**config.mk**
```make
export PLATFORM = sky130hd
export DESIGN_NAME = rsd_top
export DESIGN_NICKNAME = d
export VERILOG_FILES = /design/src/rtl/rsd_pkg.sv /design/src/rtl/rsd_evt_if.sv /design/src/rtl/rsd_edge_sync.sv /design/src/rtl/rsd_top.sv
export SDC_FILE = /design/constraint.sdc
export NUM_CORES = 1
export LEC_CHECK = 0
export ABC_CLOCK_PERIOD_IN_PS = 4050
export BUFFER_PORTS_ARGS = -buffer_cell sky130_fd_sc_hd__buf_2
export CORE_AREA = 3 3 40 42
export CTS_BUF_LIST = sky130_fd_sc_hd__clkbuf_8
export CTS_CLUSTER_SIZE = 30
export DETAILED_ROUTE_END_ITERATION = 7
export DIE_AREA = 0 0 43 45
export GPL_ROUTABILITY_DRIVEN = 0
export PLACE_DENSITY_LB_ADDON = 0.15
export SYNTH_ARGS = -nofsm -noshare
export SYNTH_HDL_FRONTEND = slang
export SYNTH_HIERARCHICAL = 1
export SYNTH_SLANG_ARGS = --single-unit
```
**constraint.sdc**
```tcl
create_clock -name core_clk_i -period 4.05 [get_ports core_clk_i]
set_clock_uncertainty 0.1 [all_clocks]
set_input_delay 0.81 -clock core_clk_i [delete_from_list [all_inputs] [get_ports core_clk_i]]
set_output_delay 0.81 -clock core_clk_i [all_outputs]
set_load 0.02 [all_outputs]
```
**src/rtl/rsd_pkg.sv**
```systemverilog
// Constants and types for the ribbon stall detector.
//
// Overview of operation
// - Count carriage steps, pulse at every 256.
// - Ribbon pulse clears both counter stages.
// - Clearing keeps chain output idle high.
// - Full count gives low pulse, sets latch.
// - Set latch drives inhibit low until reset.
// - Inhibit level readable via status port five.
// - Restore high without a chain pulse resets latch, inhibit goes high.
package rsd_pkg;

	// ------------------------------------------------------------
	// Counter chain
	// ------------------------------------------------------------
	localparam int          STAGE_W     = 4;
	localparam int          CHAIN_COUNT = 256;
	localparam int          STATUS_PORT = 5;
	localparam logic        CHAIN_IDLE  = 1'h1;
	localparam logic        CHAIN_FIRE  = 1'h0;
	localparam logic        INHIBIT_OFF = 1'h1;

	// ------------------------------------------------------------
	// Stall latch states
	// ------------------------------------------------------------
	typedef enum logic [1:0] {
		RSD_ST_RUN   = 2'h1,
		RSD_ST_STALL = 2'h2
	} rsd_state_e;

	localparam int          RUN_BIT     = 0;

endpackage

```
**src/rtl/rsd_evt_if.sv**
```systemverilog
// Event carrier between the input synchroniser and the detector.
`timescale 1ns/1ps
interface rsd_evt_if;
	logic rise;
	modport src (output rise);
	modport dst (input  rise);
endinterface

```
**src/rtl/rsd_edge_sync.sv**
```systemverilog
// Two-flop synchroniser with rising edge detector.
`timescale 1ns/1ps
module rsd_edge_sync
	import rsd_pkg::*;
(
	input  wire logic core_clk_i,
	input  wire logic rst_n_i,
	input  wire logic raw_i,
	rsd_evt_if.src    evt
);

	logic meta_r;
	logic sync_r;
	logic last_r;
	logic rise_r;

	// ------------------------------------------------------------
	// Synchroniser and edge detect
	// ------------------------------------------------------------
	// Synchronise then detect.
	always_ff @(posedge core_clk_i or negedge rst_n_i) begin
		if (!rst_n_i) begin
			meta_r <= 1'h0;
			sync_r <= 1'h0;
			last_r <= 1'h0;
			rise_r <= 1'h0;
		end else begin
			meta_r <= raw_i;
			sync_r <= meta_r;
			last_r <= sync_r;
			rise_r <= sync_r & ~last_r;
		end
	end

	assign evt.rise = rise_r;

	// ------------------------------------------------------------
	// Assertions
	// ------------------------------------------------------------
	property p_single_rise;
		@(posedge core_clk_i) disable iff (!rst_n_i)
		rise_r |=> !rise_r;
	endproperty
	a_single_rise: assert property (p_single_rise)
		else $error("Edge pulse lasted more than one cycle.");

endmodule // rsd_edge_sync

```
**src/rtl/rsd_top.sv**
```systemverilog
// Ribbon stall detector: counter chain, stall latch and inhibit output.
`timescale 1ns/1ps
module rsd_top
	import rsd_pkg::*;
#(
	parameter int W = STAGE_W
) (
	input  wire logic core_clk_i,
	input  wire logic rst_n_i,
	input  wire logic carriage_step_a_i,
	input  wire logic ribbon_pulse_in_i,
	input  wire logic restore_i,
	output logic      chain_out_n_o,
	output logic      ribbon_stall_inhibit_n_o
);

	// ------------------------------------------------------------
	// Declarations
	// ------------------------------------------------------------
	localparam logic [W-1:0] STAGE_MAX  = {W{1'h1}};
	localparam logic [W-1:0] STAGE_ZERO = {W{1'h0}};

	rsd_evt_if car_evt ();
	rsd_evt_if rib_evt ();

	logic [W-1:0] lo_r;
	logic [W-1:0] lo_nxt;
	logic [W-1:0] hi_r;
	logic [W-1:0] hi_nxt;
	logic         chain_out_n_r;
	logic         chain_out_n_nxt;
	rsd_state_e   state_r;
	rsd_state_e   state_nxt;
	logic         car_step;
	logic         rib_clr;
	logic         lo_carry;
	logic         full;

	// Returns the stage value after one step.
	function automatic logic [W-1:0] stage_step(input logic [W-1:0] v);
		stage_step = v + {{(W-1){1'h0}}, 1'h1};
	endfunction

	// ------------------------------------------------------------
	// Input synchronisers
	// ------------------------------------------------------------
	rsd_edge_sync u_car_sync (
		.core_clk_i (core_clk_i),
		.rst_n_i    (rst_n_i),
		.raw_i      (carriage_step_a_i),
		.evt        (car_evt.src)
	);

	rsd_edge_sync u_rib_sync (
		.core_clk_i (core_clk_i),
		.rst_n_i    (rst_n_i),
		.raw_i      (ribbon_pulse_in_i),
		.evt        (rib_evt.src)
	);

	assign car_step = car_evt.rise;
	assign rib_clr  = rib_evt.rise;

	// ------------------------------------------------------------
	// Counter chain
	// ------------------------------------------------------------
	assign lo_carry = (lo_r == STAGE_MAX);
	assign full     = lo_carry && (hi_r == STAGE_MAX);

	always_comb begin
		lo_nxt          = lo_r;
		hi_nxt          = hi_r;
		chain_out_n_nxt = CHAIN_IDLE;
		if (rib_clr) begin
			lo_nxt = STAGE_ZERO;
			hi_nxt = STAGE_ZERO;
		end else if (car_step) begin
			lo_nxt = stage_step(lo_r);
			if (lo_carry) begin
				hi_nxt = stage_step(hi_r);
			end
			if (full) begin
				chain_out_n_nxt = CHAIN_FIRE;
			end
		end
	end

	always_ff @(posedge core_clk_i or negedge rst_n_i) begin
		if (!rst_n_i) begin
			lo_r <= STAGE_ZERO;
			hi_r <= STAGE_ZERO;
		end else begin
			lo_r <= lo_nxt;
			hi_r <= hi_nxt;
		end
	end

	always_ff @(posedge core_clk_i or negedge rst_n_i) begin
		if (!rst_n_i) begin
			chain_out_n_r <= CHAIN_IDLE;
		end else begin
			chain_out_n_r <= chain_out_n_nxt;
		end
	end

	// ------------------------------------------------------------
	// Stall latch
	// ------------------------------------------------------------
	always_comb begin
		state_nxt = state_r;
		case (state_r)
			RSD_ST_RUN: begin
				if (chain_out_n_r == CHAIN_FIRE) begin
					state_nxt = RSD_ST_STALL;
				end
			end
			RSD_ST_STALL: begin
				if (restore_i && chain_out_n_r == CHAIN_IDLE) begin
					state_nxt = RSD_ST_RUN;
				end
			end
			default: begin
				state_nxt = RSD_ST_RUN;
			end
		endcase
	end

	always_ff @(posedge core_clk_i or negedge rst_n_i) begin
		if (!rst_n_i) begin
			state_r <= RSD_ST_RUN;
		end else begin
			state_r <= state_nxt;
		end
	end

	// ------------------------------------------------------------
	// Outputs
	// ------------------------------------------------------------
	assign chain_out_n_o = chain_out_n_r;
	assign ribbon_stall_inhibit_n_o = state_r[RUN_BIT];

	// ------------------------------------------------------------
	// Assertions
	// ------------------------------------------------------------
	property p_count_step;
		@(posedge core_clk_i) disable iff (!rst_n_i)
		car_step && !rib_clr |=> {hi_r, lo_r} == $past({hi_r, lo_r}) + 1'h1;
	endproperty
	a_count_step: assert property (p_count_step)
		else $error("Counter chain did not advance on a carriage step.");

	property p_fire_at_full;
		@(posedge core_clk_i) disable iff (!rst_n_i)
		car_step && !rib_clr && full |=> !chain_out_n_r && lo_r == STAGE_ZERO
			&& hi_r == STAGE_ZERO;
	endproperty
	a_fire_at_full: assert property (p_fire_at_full)
		else $error("Chain did not fire and wrap at full count.");

	property p_ribbon_clear;
		@(posedge core_clk_i) disable iff (!rst_n_i)
		rib_clr |=> lo_r == STAGE_ZERO && hi_r == STAGE_ZERO;
	endproperty
	a_ribbon_clear: assert property (p_ribbon_clear)
		else $error("Ribbon pulse did not clear the counter chain.");

	property p_idle_on_clear;
		@(posedge core_clk_i) disable iff (!rst_n_i)
		rib_clr |=> chain_out_n_r;
	endproperty
	a_idle_on_clear: assert property (p_idle_on_clear)
		else $error("Chain output fired despite a ribbon clear.");

	property p_fire_only_full;
		@(posedge core_clk_i) disable iff (!rst_n_i)
		!chain_out_n_r |-> $past(full && car_step && !rib_clr);
	endproperty
	a_fire_only_full: assert property (p_fire_only_full)
		else $error("Chain output fired before the full count.");

	property p_fire_sets;
		@(posedge core_clk_i) disable iff (!rst_n_i)
		!chain_out_n_r |=> !ribbon_stall_inhibit_n_o;
	endproperty
	a_fire_sets: assert property (p_fire_sets)
		else $error("Chain pulse did not set the stall latch.");

	property p_hold_inhibit;
		@(posedge core_clk_i) disable iff (!rst_n_i)
		!ribbon_stall_inhibit_n_o && !restore_i |=> !ribbon_stall_inhibit_n_o;
	endproperty
	a_hold_inhibit: assert property (p_hold_inhibit)
		else $error("Inhibit released without a restore.");

	property p_status_level;
		@(posedge core_clk_i) disable iff (!rst_n_i)
		!$stable(ribbon_stall_inhibit_n_o) |-> $past(!chain_out_n_r || restore_i);
	endproperty
	a_status_level: assert property (p_status_level)
		else $error("Inhibit level changed without a chain pulse or a restore.");

	property p_restore;
		@(posedge core_clk_i) disable iff (!rst_n_i)
		restore_i && chain_out_n_r |=> ribbon_stall_inhibit_n_o;
	endproperty
	a_restore: assert property (p_restore)
		else $error("Restore did not release the inhibit.");

	property p_clear_priority;
		@(posedge core_clk_i) disable iff (!rst_n_i)
		rib_clr && car_step |=> lo_r == STAGE_ZERO ##1 chain_out_n_r;
	endproperty
	a_clear_priority: assert property (p_clear_priority)
		else $error("Carriage step beat a simultaneous ribbon clear.");

	c_stall: cover property (@(posedge core_clk_i) disable iff (!rst_n_i)
		!chain_out_n_r ##1 !ribbon_stall_inhibit_n_o);
	c_restore: cover property (@(posedge core_clk_i) disable iff (!rst_n_i)
		!ribbon_stall_inhibit_n_o ##1 ribbon_stall_inhibit_n_o);
	c_clear_mid: cover property (@(posedge core_clk_i) disable iff (!rst_n_i)
		rib_clr && hi_r != STAGE_ZERO);
	c_set_wins: cover property (@(posedge core_clk_i) disable iff (!rst_n_i)
		!chain_out_n_r && restore_i ##1 !ribbon_stall_inhibit_n_o);

endmodule // rsd_top

```
==> results.toml <==
[sta]
finalMaxSlewViolations = 0
clock.fmax_ghz = 0.537
fin_setup_tns_ns = 0
post-route-period-util = 0.460
hold_violations = 0
setup-violations-final = 0
fin_crit_ns = 1.86
slew_headroom = 0.728
rsz0062_at_grt = "no"
max_slew.worst_pin.slew_ns = 0.408

[drt]
ant_nets = 0
drt-total-wl_um = 951
drtIter0Drc = 4
drt-wirelength-per-cell_um = 11.9
dr_total_vias = 418
first_pass_iters = 4
vias_per_cell = 5.23
drc_errors = 0

[clocking]
cts_sinks = 19
cts-root-buf = "clkbuf_8"
clk_latency_ns = 0.25
cts_resized = 0
htreeDepth = 1
hold_buffers = 0
numCtsBuffers = 3
clockBufferDepth = 2
post_cts_buffers = 0
clkTransAtPathRegs_ns = 0.07
tritoncts = "built"

[worst_setup_path]
cp_max_fo = 4
r2r-start = "lo_r[0]$_DFFE_PN0P_"
endpoint_kind = "output port"
cp.required_ns = 3.14
crit_chain = "buf_2"
start_kind = "flop"
crit_start = "state_r[0]$_DFFE_PN1P_"
cpPeakStageDelay_ns = 0.55
reg2reg_depth = 4
crit_family = "flip-flops"
crit_arrival_ns = 0.95
crit_buf_inv = 1
crit_cells = 1
critPathSlowestCell = "dfstp_2"
worstSetupPathType = "reg -> out"

[die]
start_util = 0.572
die_y_um = 45
core_region_area_um2 = 1280
floorplan.rows = 13
boundaryPins = 7
fp.dieArea_um2 = 1940
die_w_um = 43

[placement]
io_buffers = 6
placed_cells = 76
dp_hpwl_um = 678

[cells_and_area]
reg.largest.list = "hi_r: 4 flops, lo_r: 4 flops, state_r: 2 flops"
nFillCells = 93
fin_nets = 73
drive_gt1_frac = 0.231
diodes = 0
fin_cells = 80
area_growth_pct = 11.8

[power]
p_leak_nw = 0.399
power_density_nw_per_um2 = 438
vdd_ir_drop_max_uv = 315

[yosys]
synth_fp_nets = 63
syn_inst = 56
syn_area_um2 = 734
ys_ff_latch = 19
yosys_warnings = 6
yosysSeqAreaShare = 0.651
synthDistinctLibCells = 20
avgSynthCellArea_um2 = 13.1

[worst_hold_path]
hold_start = "u_rib_sync/meta_r$_DFF_PN0_"
hp-class = "reg -> reg"
worstHoldPathCells = 0

[global_route]
grt_pass1_vias = 403
grt_pass1_wl_um = 1690
grt_overflow = 0
grt_max_degree = 20
grt_usage = 0.119
antenna_found_initial = 0

[flow_run]
maxCapViolations = 0

[outcome]
status = "finished, final reports clean"
-- power breakdown --
group / total (mW) / internal [mW] / switching [mW]
Clock: 0.129 / 0.0691 / 0.0602
Sequential: 0.210 / 0.200 / 0.0102
Combinational: 0.0201 / 0.00992 / 0.0102
-- worst paths after layout --
path                       slack, ns                     endpoint
max in group asynchronous       3.14       state_r[0]$_DFFE_PN1P_
max                             2.19     ribbon_stall_inhibit_n_o
max reg2reg                     2.54          hi_r[3]$_DFFE_PN0P_
min                             0.25  u_rib_sync/sync_r$_DFF_PN0_
min in group asynchronous       0.38       state_r[1]$_DFFE_PN0P_
min reg2reg                     0.25  u_rib_sync/sync_r$_DFF_PN0_
-- cells by family after synthesis --
| family | synth area share |
|---|---|
| flops | 0.651 |
| compound gates | 0.0375 |
| buf+inv | 0.0204 |
| mux | 0.0273 |
| xor+xnor | 0.0477 |
| fa+ha+maj | 0.0341 |
| simple gates | 0.182 |
-- worst register-to-register path, cell delays in order, from the launching register on --
cell and delay (ns):
dfrtp_1 0.40, ha_1 0.24, nand4_4 0.14, or4_1 0.49
nand2_1 0.08
-- layer usage --
layer	wire (um)	track usage
met4	4	0.0361
met3	43	0.0359
met5	0	0
met1	487	0.163
met2	416	0.186
-- synth_stat cells, drive strengths merged --
library cell | count | share of area
xnor2 | 1 | 0.012
o21ai | 3 | 0.020
nand4 | 2 | 0.037
or3 | 1 | 0.0085
dfstp | 2 | 0.072
mux2i | 2 | 0.027
or4 | 1 | 0.010
xor2 | 3 | 0.036
inv | 1 | 0.0051
a21oi | 1 | 0.0068
nor2b | 3 | 0.046
nand2 | 5 | 0.026
buf | 1 | 0.015
ha | 2 | 0.034
o21a | 1 | 0.010
nand3 | 2 | 0.014
nor2 | 8 | 0.041
dfrtp | 17 | 0.58
-- per-stage QoR --
stage	setup slack [ns]	hold WS, ns	utilization	power, mW	area, um2
floorplan	2.56	0.231	-	0.225	734
global placement	2.46	0.234	0.601	0.232	772
detailed placement	2.46	0.243	0.601	0.234	772
CTS	2.18	0.256	0.639	0.363	821
global route	2.15	0.268	0.639	0.379	821
finish	2.19	0.253	0.639	0.359	821
-- cell type report --
cell class,count,area [um2],area share
clock inverters,1,7.51,0.00915
multi-input cells,35,241,0.294
well taps,15,18.8,0.0229
flip-flops and latches,19,478,0.582
inverters,1,3.75,0.00457
repair buffers,6,30.0,0.0366
clock buffers,3,41.3,0.0503
-- placed cells by master (no fill, tap or decap), types with 2 or more instances in the layout --
| master | count |
|---|---|
| dfrtp_1 | 17 |
| o21ai_0 | 3 |
| ha_1 | 2 |
| nand3_1 | 2 |
| xor2_1 | 3 |
| buf_2 | 6 |
| clkbuf_8 | 3 |
| nor2b_4 | 2 |
| dfstp_2 | 2 |
| nor2_1 | 8 |
| mux2i_1 | 2 |
| nand2_1 | 5 |
(Power assumes the default switching activity.)
